===== src/pbseq_cfg.svh =====
// Timing counts and reset values for the pushbutton power sequencer.
// Assumes a 100 MHz core clock and a 1 ms internal timebase tick.
//
// Functional notes
// - After reset the supply enable is inactive, so the converter stays off.
// - Supply enable asserts after button held low 32 ms plus turn-on extension.
// - In the on state, power-off starts after 32 ms plus turn-off extension low.
// - Button going high before debounce ends restarts the debounce timer fully.
// - For 512 ms after enable asserts, kill and button are ignored.
// - Processor raises kill within blanking; kill still low at its end aborts.
// - After blanking, button release is debounced 32 ms before monitoring resumes.
// - Completed turn-off debounce drives the shutdown interrupt low.
// - Interrupt opens a 1024 ms window; at its end enable is released anyway.
// - Kill low during the window releases enable at once and stops the window.
// - In normal on-state operation, kill low releases enable immediately.
// - After kill releases enable, the button is ignored for 256 ms.
// - After shutdown, button release is debounced 32 ms before the off state.
// - In the off state a button high-to-low edge starts a power-on debounce.
// - Build parameter selects active-high or active-low supply enable.
// - Kill low pulses shorter than 30 us are ignored.
// - With zero extensions the debounces are exactly the fixed 32 ms.
`ifndef PBSEQ_CFG_SVH
`define PBSEQ_CFG_SVH

// Clock and timebase
`define PBSEQ_CLK_PERIOD_NS    10
`define PBSEQ_TICK_MS          1
`define PBSEQ_MS_CYCLES        ((`PBSEQ_TICK_MS * 1000000) / `PBSEQ_CLK_PERIOD_NS)

// Fixed intervals in milliseconds, one timebase tick each
`define PBSEQ_BASE_DB_MS       32
`define PBSEQ_STARTUP_BLANK_MS 512
`define PBSEQ_POWER_DOWN_MS    1024
`define PBSEQ_LOCKOUT_MS       256

// Kill input glitch filter
`define PBSEQ_KILL_PW_US       30
`define PBSEQ_KILL_PW_CYCLES   ((`PBSEQ_KILL_PW_US * 1000 + `PBSEQ_CLK_PERIOD_NS - 1) / `PBSEQ_CLK_PERIOD_NS)

// Widths
`define PBSEQ_MS_W             17
`define PBSEQ_PRE_W            17
`define PBSEQ_KILL_W           12
`define PBSEQ_EXT_W            16

// Reset values
`define PBSEQ_INT_N_RST        1'b1
`define PBSEQ_PIN_IDLE         2'b11

`endif


===== src/pbseq_pkg.sv =====
// Types shared by the pushbutton power sequencer.
// Assumes the constants header is included by the design files.
package pbseq_pkg;

    // --------------------------------------------------------------
    // Sequencer states
    // --------------------------------------------------------------
    typedef enum logic [3:0] {
        PBSEQ_OFF,
        PBSEQ_ON_DEBOUNCE,
        PBSEQ_BLANK,
        PBSEQ_ON_RELEASE,
        PBSEQ_RUN,
        PBSEQ_OFF_DEBOUNCE,
        PBSEQ_POWER_DOWN,
        PBSEQ_LOCKOUT,
        PBSEQ_OFF_RELEASE
    } pbseq_state_t;

    // --------------------------------------------------------------
    // Status carried to the user side
    // --------------------------------------------------------------
    typedef struct packed {
        logic powered;
        logic blanking;
        logic int_pending;
        logic lockout;
    } pbseq_status_t;

endpackage : pbseq_pkg


===== src/pbseq_sequencer.sv =====
// Pushbutton on/off power sequencer: debounce, blanking, handshake, lockout.
// Assumes button and kill arrive asynchronously from pins; extensions are
// static configuration on the core clock.
`include "pbseq_cfg.svh"

module pbseq_sequencer #(
    parameter bit EN_ACTIVE_LOW = 1'b0,
    parameter int MS_CYCLES     = `PBSEQ_MS_CYCLES
) (
    // Clock, reset and enable
    input  wire logic                     clk,
    input  wire logic                     rst_n,
    input  wire logic                     ce,
    // Pins from the outside world
    input  wire logic                     pushbutton_n,
    input  wire logic                     kill_n,
    // Debounce extensions in milliseconds
    input  wire logic [`PBSEQ_EXT_W-1:0]  turn_on_extend,
    input  wire logic [`PBSEQ_EXT_W-1:0]  turn_off_extend,
    // Power control and processor handshake
    output logic                          supply_en,
    output logic                          shutdown_int_n,
    // Status
    output pbseq_pkg::pbseq_status_t      status
);

    // ------------------------------------------------------------------
    // Local constants
    // ------------------------------------------------------------------
    localparam logic EN_ON  = ~EN_ACTIVE_LOW;
    localparam logic EN_OFF = EN_ACTIVE_LOW;

    // ------------------------------------------------------------------
    // Declarations
    // ------------------------------------------------------------------
    logic [1:0]                rst_pipe_r;
    logic                      rst_sync_n;
    logic [1:0]                pin_meta_r;
    logic [1:0]                pin_sync_r;
    logic                      pb_low;
    logic                      kill_raw_low;
    logic                      pb_prev_low_r;
    logic                      pb_fall;
    logic [`PBSEQ_KILL_W-1:0]  kill_cnt_r;
    logic                      kill_low_r;
    logic [`PBSEQ_MS_W-1:0]    ms_count;
    logic [`PBSEQ_MS_W-1:0]    on_target;
    logic [`PBSEQ_MS_W-1:0]    off_target;
    logic                      on_done;
    logic                      off_done;
    logic                      blank_done;
    logic                      window_done;
    logic                      lockout_done;
    logic                      release_done;
    logic                      restart;
    logic                      timer_clr;
    pbseq_pkg::pbseq_state_t   state_r;
    pbseq_pkg::pbseq_state_t   state_nxt;
    logic                      supply_en_r;
    logic                      supply_en_nxt;
    logic                      int_n_r;
    logic                      int_n_nxt;
    pbseq_pkg::pbseq_status_t  status_r;
    pbseq_pkg::pbseq_status_t  status_nxt;

    // ------------------------------------------------------------------
    // Reset synchroniser
    // ------------------------------------------------------------------

    // Asynchronous assert, release after two clock edges
    always_ff @(posedge clk or negedge rst_n)
    begin
        if (!rst_n)
            rst_pipe_r <= 2'b00;
        else if (ce)
            rst_pipe_r <= {rst_pipe_r[0], 1'b1};
    end

    assign rst_sync_n = rst_pipe_r[1];

    // ------------------------------------------------------------------
    // Pin synchronisers
    // ------------------------------------------------------------------

    // Two flops per pin; bit 1 is the button, bit 0 is kill
    always_ff @(posedge clk or negedge rst_sync_n)
    begin
        if (!rst_sync_n)
        begin
            pin_meta_r <= `PBSEQ_PIN_IDLE;
            pin_sync_r <= `PBSEQ_PIN_IDLE;
        end
        else if (ce)
        begin
            pin_meta_r <= {pushbutton_n, kill_n};
            pin_sync_r <= pin_meta_r;
        end
    end

    assign pb_low       = ~pin_sync_r[1];
    assign kill_raw_low = ~pin_sync_r[0];

    // ------------------------------------------------------------------
    // Button edge detect
    // ------------------------------------------------------------------

    // Previous synchronised button level, idle is released
    always_ff @(posedge clk or negedge rst_sync_n)
    begin
        if (!rst_sync_n)
            pb_prev_low_r <= 1'b0;
        else if (ce)
            pb_prev_low_r <= pb_low;
    end

    assign pb_fall = pb_low & ~pb_prev_low_r;

    // ------------------------------------------------------------------
    // Kill glitch filter
    // ------------------------------------------------------------------

    // Kill counts as low only after a continuous low of the minimum width
    always_ff @(posedge clk or negedge rst_sync_n)
    begin
        if (!rst_sync_n)
        begin
            kill_cnt_r <= '0;
            kill_low_r <= 1'b0;
        end
        else if (ce)
        begin
            if (!kill_raw_low)
            begin
                kill_cnt_r <= '0;
                kill_low_r <= 1'b0;
            end
            else if (kill_cnt_r == `PBSEQ_KILL_W'(`PBSEQ_KILL_PW_CYCLES - 1))
                kill_low_r <= 1'b1;
            else
                kill_cnt_r <= kill_cnt_r + `PBSEQ_KILL_W'(1);
        end
    end

    // ------------------------------------------------------------------
    // Interval timer
    // ------------------------------------------------------------------

    // Elapsed time restarts on every state change and every debounce restart
    pbseq_timebase #(
        .MS_CYCLES (MS_CYCLES)
    ) u_timebase (
        .clk      (clk),
        .rst_n    (rst_sync_n),
        .ce       (ce),
        .clr      (timer_clr),
        .ms_count (ms_count)
    );

    // Debounce targets are the fixed base plus the programmed extension
    assign on_target  = `PBSEQ_MS_W'(`PBSEQ_BASE_DB_MS)
                      + `PBSEQ_MS_W'(turn_on_extend);
    assign off_target = `PBSEQ_MS_W'(`PBSEQ_BASE_DB_MS)
                      + `PBSEQ_MS_W'(turn_off_extend);

    // Interval completion flags
    assign on_done      = (ms_count >= on_target);
    assign off_done     = (ms_count >= off_target);
    assign blank_done   = (ms_count >= `PBSEQ_MS_W'(`PBSEQ_STARTUP_BLANK_MS));
    assign window_done  = (ms_count >= `PBSEQ_MS_W'(`PBSEQ_POWER_DOWN_MS));
    assign lockout_done = (ms_count >= `PBSEQ_MS_W'(`PBSEQ_LOCKOUT_MS));
    assign release_done = (ms_count >= `PBSEQ_MS_W'(`PBSEQ_BASE_DB_MS));

    // Button bouncing back during a release debounce restarts the count
    always_comb
    begin
        restart = 1'b0;
        unique case (state_r)
            pbseq_pkg::PBSEQ_ON_RELEASE,
            pbseq_pkg::PBSEQ_OFF_RELEASE:
                restart = pb_low;
            default:
                restart = 1'b0;
        endcase
    end

    assign timer_clr = (state_nxt != state_r) | restart;

    // ------------------------------------------------------------------
    // Sequencer next state
    // ------------------------------------------------------------------

    // Power state transitions
    always_comb
    begin
        state_nxt = state_r;
        unique case (state_r)
            pbseq_pkg::PBSEQ_OFF:
            begin
                if (pb_fall)
                    state_nxt = pbseq_pkg::PBSEQ_ON_DEBOUNCE;
            end
            pbseq_pkg::PBSEQ_ON_DEBOUNCE:
            begin
                if (!pb_low)
                    state_nxt = pbseq_pkg::PBSEQ_OFF;
                else if (on_done)
                    state_nxt = pbseq_pkg::PBSEQ_BLANK;
            end
            pbseq_pkg::PBSEQ_BLANK:
            begin
                // Kill and button are not looked at until blanking ends
                if (blank_done)
                begin
                    if (kill_low_r)
                        state_nxt = pbseq_pkg::PBSEQ_LOCKOUT;
                    else
                        state_nxt = pbseq_pkg::PBSEQ_ON_RELEASE;
                end
            end
            pbseq_pkg::PBSEQ_ON_RELEASE:
            begin
                if (!pb_low && release_done)
                    state_nxt = pbseq_pkg::PBSEQ_RUN;
            end
            pbseq_pkg::PBSEQ_RUN:
            begin
                if (kill_low_r)
                    state_nxt = pbseq_pkg::PBSEQ_LOCKOUT;
                else if (pb_low)
                    state_nxt = pbseq_pkg::PBSEQ_OFF_DEBOUNCE;
            end
            pbseq_pkg::PBSEQ_OFF_DEBOUNCE:
            begin
                if (kill_low_r)
                    state_nxt = pbseq_pkg::PBSEQ_LOCKOUT;
                else if (!pb_low)
                    state_nxt = pbseq_pkg::PBSEQ_RUN;
                else if (off_done)
                    state_nxt = pbseq_pkg::PBSEQ_POWER_DOWN;
            end
            pbseq_pkg::PBSEQ_POWER_DOWN:
            begin
                if (kill_low_r)
                    state_nxt = pbseq_pkg::PBSEQ_LOCKOUT;
                else if (window_done)
                    state_nxt = pbseq_pkg::PBSEQ_OFF_RELEASE;
            end
            pbseq_pkg::PBSEQ_LOCKOUT:
            begin
                if (lockout_done)
                    state_nxt = pbseq_pkg::PBSEQ_OFF_RELEASE;
            end
            pbseq_pkg::PBSEQ_OFF_RELEASE:
            begin
                if (!pb_low && release_done)
                    state_nxt = pbseq_pkg::PBSEQ_OFF;
            end
            default:
                state_nxt = pbseq_pkg::PBSEQ_OFF;
        endcase
    end

    // State register
    always_ff @(posedge clk or negedge rst_sync_n)
    begin
        if (!rst_sync_n)
            state_r <= pbseq_pkg::PBSEQ_OFF;
        else if (ce)
            state_r <= state_nxt;
    end

    // ------------------------------------------------------------------
    // Output decode
    // ------------------------------------------------------------------

    // Enable, interrupt and status follow the next state
    always_comb
    begin
        supply_en_nxt = EN_OFF;
        int_n_nxt     = 1'b1;
        status_nxt    = '0;
        unique case (state_nxt)
            pbseq_pkg::PBSEQ_BLANK:
            begin
                supply_en_nxt       = EN_ON;
                status_nxt.powered  = 1'b1;
                status_nxt.blanking = 1'b1;
            end
            pbseq_pkg::PBSEQ_ON_RELEASE,
            pbseq_pkg::PBSEQ_RUN,
            pbseq_pkg::PBSEQ_OFF_DEBOUNCE:
            begin
                supply_en_nxt      = EN_ON;
                status_nxt.powered = 1'b1;
            end
            pbseq_pkg::PBSEQ_POWER_DOWN:
            begin
                supply_en_nxt          = EN_ON;
                int_n_nxt              = 1'b0;
                status_nxt.powered     = 1'b1;
                status_nxt.int_pending = 1'b1;
            end
            pbseq_pkg::PBSEQ_LOCKOUT:
            begin
                status_nxt.lockout = 1'b1;
            end
            default:
            begin
                supply_en_nxt = EN_OFF;
            end
        endcase
    end

    // Output registers, converter held off from reset onward
    always_ff @(posedge clk or negedge rst_sync_n)
    begin
        if (!rst_sync_n)
        begin
            supply_en_r <= EN_OFF;
            int_n_r     <= `PBSEQ_INT_N_RST;
            status_r    <= '0;
        end
        else if (ce)
        begin
            supply_en_r <= supply_en_nxt;
            int_n_r     <= int_n_nxt;
            status_r    <= status_nxt;
        end
    end

    // ------------------------------------------------------------------
    // Port drive
    // ------------------------------------------------------------------
    assign supply_en      = supply_en_r;
    assign shutdown_int_n = int_n_r;
    assign status         = status_r;

endmodule : pbseq_sequencer


===== src/pbseq_timebase.sv =====
// Millisecond timebase with a restartable elapsed-time counter.
// Assumes a synchronous-release reset and a clock enable from the parent.
`include "pbseq_cfg.svh"

module pbseq_timebase #(
    parameter int MS_CYCLES = `PBSEQ_MS_CYCLES
) (
    // Clock and reset
    input  wire logic                     clk,
    input  wire logic                     rst_n,
    input  wire logic                     ce,
    // Control
    input  wire logic                     clr,
    // Elapsed whole milliseconds since the last clear
    output logic [`PBSEQ_MS_W-1:0]        ms_count
);

    // ------------------------------------------------------------------
    // Prescaler
    // ------------------------------------------------------------------
    logic [`PBSEQ_PRE_W-1:0] pre_r;
    logic                    tick;

    assign tick = (pre_r == `PBSEQ_PRE_W'(MS_CYCLES - 1));

    // Restart on clear so an interval starts on a whole tick boundary
    always_ff @(posedge clk or negedge rst_n)
    begin
        if (!rst_n)
            pre_r <= '0;
        else if (ce)
        begin
            if (clr || tick)
                pre_r <= '0;
            else
                pre_r <= pre_r + `PBSEQ_PRE_W'(1);
        end
    end

    // ------------------------------------------------------------------
    // Elapsed counter, saturating
    // ------------------------------------------------------------------
    always_ff @(posedge clk or negedge rst_n)
    begin
        if (!rst_n)
            ms_count <= '0;
        else if (ce)
        begin
            if (clr)
                ms_count <= '0;
            else if (tick && (ms_count != '1))
                ms_count <= ms_count + `PBSEQ_MS_W'(1);
        end
    end

endmodule : pbseq_timebase


===== config.mk =====
export PLATFORM = sky130hd
export DESIGN_NAME = pbseq_sequencer
export DESIGN_NICKNAME = d
export VERILOG_FILES = /design/src/pbseq_pkg.sv /design/src/pbseq_sequencer.sv /design/src/pbseq_timebase.sv
export VERILOG_INCLUDE_DIRS = /design/src
export SDC_FILE = /design/constraint.sdc
export NUM_CORES = 1
export LEC_CHECK = 0
export BUFFER_PORTS_ARGS = -buffer_cell sky130_fd_sc_hd__buf_4
export CELL_PAD_IN_SITES_DETAIL_PLACEMENT = 1
export CELL_PAD_IN_SITES_GLOBAL_PLACEMENT = 1
export CORE_AREA = 2 2 129 93
export DETAILED_ROUTE_END_ITERATION = 12
export DIE_AREA = 0 0 131 95
export PLACE_DENSITY_LB_ADDON = 0.25
export SYNTH_ARGS = -nofsm -noshare
export SYNTH_HDL_FRONTEND = slang
export SYNTH_SLANG_ARGS = --single-unit

===== constraint.sdc =====
create_clock -name clk -period 1.9 [get_ports clk]
set_clock_uncertainty 0.05 [all_clocks]
set_input_delay 0.095 -clock clk [delete_from_list [all_inputs] [get_ports clk]]
set_output_delay 0.095 -clock clk [all_outputs]
set_load 0.005 [all_outputs]

Word-level counts from Yosys, hierarchy flattened
Index checks and enable logic that the tools add are counted.
{"block": "word_totals", "register_bits": 63, "input_bits": 37, "output_inout_bits": 6, "word_cells": 88}
{"block": "classes", "add_sub_neg": 5, "n_lt_le_gt_ge": 6, "n_eq_ne": 19, "muxes": 29, "bitwise_logic": 4, "n_reduce_logical": 11}
{"op": "$mux W4", "count": 14}
{"op": "$mux W17", "count": 3}
{"op": "$pmux W4 S9", "count": 1}
{"op": "$add A17 B1 Y17 const B", "count": 2}
{"op": "$add A6 B16 Y17 const A", "count": 2}
{"op": "$ge A17 B17 Y1", "count": 2}
{"op": "$eq A4 B3 Y1 const B", "count": 8}
{"op": "$mux W12", "count": 2}
{"op": "$eq A17 B17 Y1 const B", "count": 1}
{"op": "$ge A17 B10 Y1 const B", "count": 1}
{"op": "$ge A17 B11 Y1 const B", "count": 1}
{"op": "$ge A17 B6 Y1 const B", "count": 1}
{"op": "$ge A17 B9 Y1 const B", "count": 1}
{"op": "$ne A17 B17 Y1 const B", "count": 1}
{"op": "$eq A4 B2 Y1 const B", "count": 4}
{"op": "$add A12 B1 Y12 const B", "count": 1}
{"op": "$eq A12 B12 Y1 const B", "count": 1}
{"op": "$mux W1", "count": 8}
{"op": "$reduce_and A2 Y1", "count": 3}
{"op": "$reduce_or A5 Y1", "count": 1}
{"op": "$eq A4 B1 Y1 const B", "count": 1}
{"op": "$eq A4 B4 Y1 const B", "count": 1}
{"op": "$logic_not A4 Y1", "count": 1}
{"op": "$ne A4 B4 Y1", "count": 1}
{"op": "other kinds (9)", "count": 12}

Logic depth before layout (Yosys ltp)
{"block": "logic_depth", "ltp_word": 10, "depth_mapped": 16, "ltp_nobuf": 14}

Modules after synthesis
A second synthesis with hierarchy kept.
{"block": "hier_totals", "hier_cells": 517, "hier_area_um2": 4682.0}
{"module": "pbseq_sequencer", "instances": 1, "cells_per_inst": 305, "area_per_inst_um2": 2702.6}
{"module": "pbseq_timebase", "instances": 1, "cells_per_inst": 212, "area_per_inst_um2": 1979.4}

Least setup slack after synthesis
No wires, ideal clock.
{"block": "synth_path", "kind": "in2reg", "from": "in turn_off_extend[7]", "to": "reg u_timebase.ms_count[15]", "setup_time_ns": 0.126, "arrival_time_ns": 2.909, "t_required_ns": 1.724, "setup_slack_ns": -1.185, "path_stages": 14, "path_buffers": 1, "cell_sequence": "and3_1 > and3_1 > and3_1 > xnor2_1 > ha_1 > nand4_1 > or4_1 > o21ai_0 > o21ai_0 > o21ai_0 > a211oi_2 > buf_4 > and3_1 > a221o_1"}
{"block": "synth_between", "elab_chain_cells": 10, "elab_cells_between_ends": 11}
{"item": "from (decl)", "line": "pbseq_sequencer.sv:19", "rtl": "input wire logic [`PBSEQ_EXT_W-1:0] turn_off_extend,"}
{"item": "$add A6 B16 Y17 (no source line) (*)"}
{"item": "$ge A17 B17 Y1 (*)", "line": "pbseq_sequencer.sv:167", "rtl": "assign off_done = (ms_count >= off_target);"}
{"item": "$mux W4 (*)", "line": "pbseq_sequencer.sv:238", "rtl": "else if (off_done)"}
{"item": "$mux W4 (*)", "line": "pbseq_sequencer.sv:236", "rtl": "else if (!pb_low)"}
{"item": "$mux W4 (*)", "line": "pbseq_sequencer.sv:234", "rtl": "if (kill_low_r)"}
{"item": "$pmux W4 S9 (*)", "line": "pbseq_sequencer.sv:196", "rtl": "unique case (state_r)"}
{"item": "$ne A4 B4 Y1 (*)", "line": "pbseq_sequencer.sv:186", "rtl": "assign timer_clr = (state_nxt != state_r) | restart;"}
{"item": "$or A1 B1 Y1 (*)", "line": "pbseq_sequencer.sv:186"}
{"item": "$reduce_bool A2 Y1 (no source line)"}
{"item": "$reduce_and A2 Y1 (no source line)"}
{"item": "to (signal assigned)", "line": "pbseq_timebase.sv:52", "rtl": "ms_count <= ms_count + `PBSEQ_MS_W'(1);"}
{"item": "to (decl)", "line": "pbseq_timebase.sv:15", "rtl": "output logic [`PBSEQ_MS_W-1:0] ms_count"}
Mark *: on every way between the ends. The rest lies on a longest branch, timed or not.
A chain may end at the register's enable or synchronous reset.

Worst setup path after layout
{"block": "layout_path", "from": "in turn_off_extend[7]", "to": "reg u_timebase.ms_count[14]"}
The elaborated chain is that of the path after synthesis.

==> results.txt <==
status -> finished, violations left
failing checks -> negative setup slack
Psw -> 1.90 mW
fin. max-slew vios -> 0
f_max -> 309 MHz
most frequent cell after synthesis -> nor2_1
largest net degree at the start of global routing -> 62
post-synthesis xor/xnor area fraction -> 8.17%
design area -> 0.00747 sq mm
final total power -> 5.37 mW
Synth Area in Adders -> 11.4%
clock share of power -> 32.8%
syn nets -> 597
Post-Syn Area -> 0.00450 sq mm
Synth Register Bits -> 63
Yosys top cell by area -> dfrtp_1
Layout area overhead -> 65.8%
crit path cell chain -> buf_6 > and3_4 > and3_4 > nand3_1 > xor2_1 > ha_1 > buf_4 > a21oi_1 > o21ai_0 > a21oi_1 > nor2b_1 > nor2_2 > o21ai_2 > a211oi_2 > buf_6 > buf_12 > and3_1 > a221o_1
Final Hold Fails -> 0
Critical Path Sink Type -> flop
r2r startpoint -> u_timebase.ms_count[12]$_DFFE_PN0P_
crit path to -> u_timebase.ms_count[14]$_DFFE_PN0P_
compound-cell area share of the yosys netlist -> 15.7%
PD cells -> 719 mW/mm^2
CTS sink cnt -> 63
RSZ-0062 raised after global routing -> yes
mux share of post-synthesis cell area -> 1.72%
crit-path max FO -> 5
most used flip-flop cell after synthesis -> dfrtp_1
maximum VDD drop -> 0.510 mV
Final nets -> 814
largest family of logic cells by synthesized area -> simple AND/OR/NAND/NOR gates
final worst slack -> -1.34 ns
Row Count -> 33
wire per inst -> 28.7 um
H-Tree Depth -> 3
total track usage -> 34.0%
WP data arrival -> 3.41 ns
vias in the first global route -> 5627
die height -> 95 um
share of post-route cells with drive strength above 1 -> 50.1%
WS Path Type -> in -> reg
Worst slew margin -> 46.3%
drt total wl -> 25.7 mm
first-pass GRT wire length -> 31.6 mm
via count -> 5704
switching share of total power -> 35.3%
yosys warns -> 0
Vias/cell -> 6.35
CTS max path bufs -> 2
CP Launch Type -> input port
Worst Tran Pin Value -> 0.805 ns
drt pass-1 iters -> 5
R2R depth -> 13
Syn Area/Cell -> 8.68 sq um
Initial Util -> 39.7%
reg-to-reg endpoint -> u_timebase.ms_count[14]$_DFFE_PN0P_
pre-CTS setup slack -> -1.49 ns
iteration-0 DRC count of the detailed router -> 471
slowest CP cell -> ha_1
GP Congestion -> 0.918
hold crit path type -> in -> async
Core Area -> 0.0114 sq mm
die width -> 131 um
Seq/Total Area, Yosys -> 35.1%
Core Util, Final -> 65.8%
Max-Cap Viols -> 0
worst skew pair latency -> 0.35 ns
Mapped Cells -> 519
clock slew at reported path FFs -> 0.07 ns
dpl hpwl -> 11.7 mm
TritonCTS clock tree -> yes
Area after DPL -> 0.00602 sq mm
ratio of final minimum period to clock period -> 171%
Final Setup Violations -> 53
Final min period -> 3.24 ns
CP max stage delay -> 0.39 ns
Critical Path RT -> 2.07 ns
initial antenna violation count -> 0
antenna cells -> 0
post-detailed-route DRC marker count -> 0
number of enable flip-flop cells after synthesis -> 0
Power Internal -> 3.48 mW
clock root buffer -> clkbuf_16
Sequential Power Share -> 28.8%
post-synthesis cell type count -> 56
Lkg Pwr -> 3.39 nW
ys async rst share -> 100%
Worst Setup SP -> turn_off_extend[7]
PortBufs -> 42
post-synth top area share -> 32.2%
total CTS buffers -> 9
grt total ovfl -> 0
Post-DRT Antenna Nets -> 0
I/O pins -> 43
most frequent cells after synthesis -> 61 x nor2_1, 58 x dfrtp_1, 41 x ha_1
top cells by area, synth -> dfrtp_1 32%, ha_1 11%, nor2_1 5.1%
die area -> 0.0124 sq mm
logic gate share of total power -> 38.3%
Synth Area in Simple Gates -> 23.8%
Reg2Reg Setup Slack -> -1.30 ns
[state kept, by name, indices dropped and copies added, names as in the netlist, 2 cells and up]
register and cells:
state_r 4, u_timebase.ms_count 17, u_timebase.pre_r 17, status 4, pin_meta_r 2, kill_cnt_r 12
pin_sync_r 2, rst_pipe_r 2
[stage by stage]
stage / hold WS (ns) / cells / setup TNS [ns]
2_1_floorplan: -0.251 / 519 / -32.70
3_3_place_gp: -0.174 / 839 / -44.30
3_5_place_dp: -0.171 / 839 / -54.57
4_1_cts: 0.0138 / 877 / -31.16
5_1_grt: 0.0502 / 898 / -57.79
6_report: 0.0458 / 898 / -49.70
[power groups by stage]
| stage | clock network [mW] | registers [mW] | logic (mW) |
|---|---|---|---|
| detailed placement | 0 | 1.55 | 1.20 |
| floorplan | 0 | 1.53 | 0.568 |
| global route | 1.80 | 1.56 | 2.12 |
| CTS | 1.69 | 1.53 | 1.64 |
| finish | 1.76 | 1.55 | 2.06 |
| global placement | 0 | 1.54 | 1.13 |
[cell type report]
class                   instances  area [sq um]
fillers                      1254          3890
clock inverters                 5          57.6
well taps                     157           196
repair buffers                221          1780
multi-input cells             411          3480
clock buffers                  11           243
inverters                      30           113
flip-flops and latches         63          1600
[how the worst min path moves through the flow]
stage,from,endpoint,slack [ns],cells past startpoint
6_report,rst_n,rst_pipe_r[1]$_DFFE_PN0P_,0.05,2
5_1_grt,rst_n,rst_pipe_r[1]$_DFFE_PN0P_,0.05,2
4_1_cts,rst_n,rst_pipe_r[1]$_DFFE_PN0P_,0.01,2
3_5_place_dp,rst_n,rst_pipe_r[0]$_DFFE_PN0P_,-0.17,1
3_3_place_gp,rst_n,rst_pipe_r[0]$_DFFE_PN0P_,-0.17,1
2_1_floorplan,rst_n,rst_pipe_r[0]$_DFFE_PN0P_,-0.25,0
[cell families (layout without fill, tap and decap cells)]
family	count (synthesis)	after routing
flip-flops	63	63
AO/OA/AOI/OAI	111	111
multiplexers	7	7
AND/OR/NAND/NOR	210	210
adder cells (fa/ha/maj)	41	41
XOR/XNOR	42	42
buffers and inverters	45	267
[metal layers]
metal	global-route usage (%)	up-vias	wire length [um]
met5	0	-	0
met4	14.5	0	2000
met3	6.91	188	2180
met2	58.7	433	12200
met1	41.2	2764	9390
li1	-	2319	-
[cells in the final DEF (no fill, tap or decap), types with 4 or more instances in the layout]
cell type  instances
a211oi_2           4
a21oi_1           20
a21oi_2            7
a221o_1            4
and3_1            25
and3_4             8
buf_4            200
buf_6             14
clkbuf_16          9
dfrtp_1           47
dfrtp_2           11
dfstp_2            5
ha_1              28
ha_2               4
ha_4               9
inv_1             30
mux2_2             6
nand2_1           29
nand3_1           22
nand3_2            8
nand3_4            4
nand4_1           16
nor2_1            50
nor2_2             6
nor2_4             6
nor3_1             4
nor3_2             4
o21ai_0            5
o21ai_1           17
o21ai_2           17
xnor2_1           13
xnor2_2            4
xor2_1            24
[worst max-delay path: cells and delay by family]
| kind | cells | cell delay [ns] |
|---|---|---|
| and+or+nand+nor | 6 | 1.11 |
| buffers and inverters | 4 | 0.55 |
| AOI/OAI and AO/OA | 6 | 1.07 |
| xor gates and xnor gates | 1 | 0.18 |
| adders and majority gates | 1 | 0.39 |
[timing repair]
action,CTS,global route
resized for setup,98,69
hold buffers,3,0
cloned,2,0
pin swaps,38,41
endpoints found under the setup margin,51,52
hold endpoints to repair,4,0
setup buffers,18,23
Power figures use the tool's default switching activity.
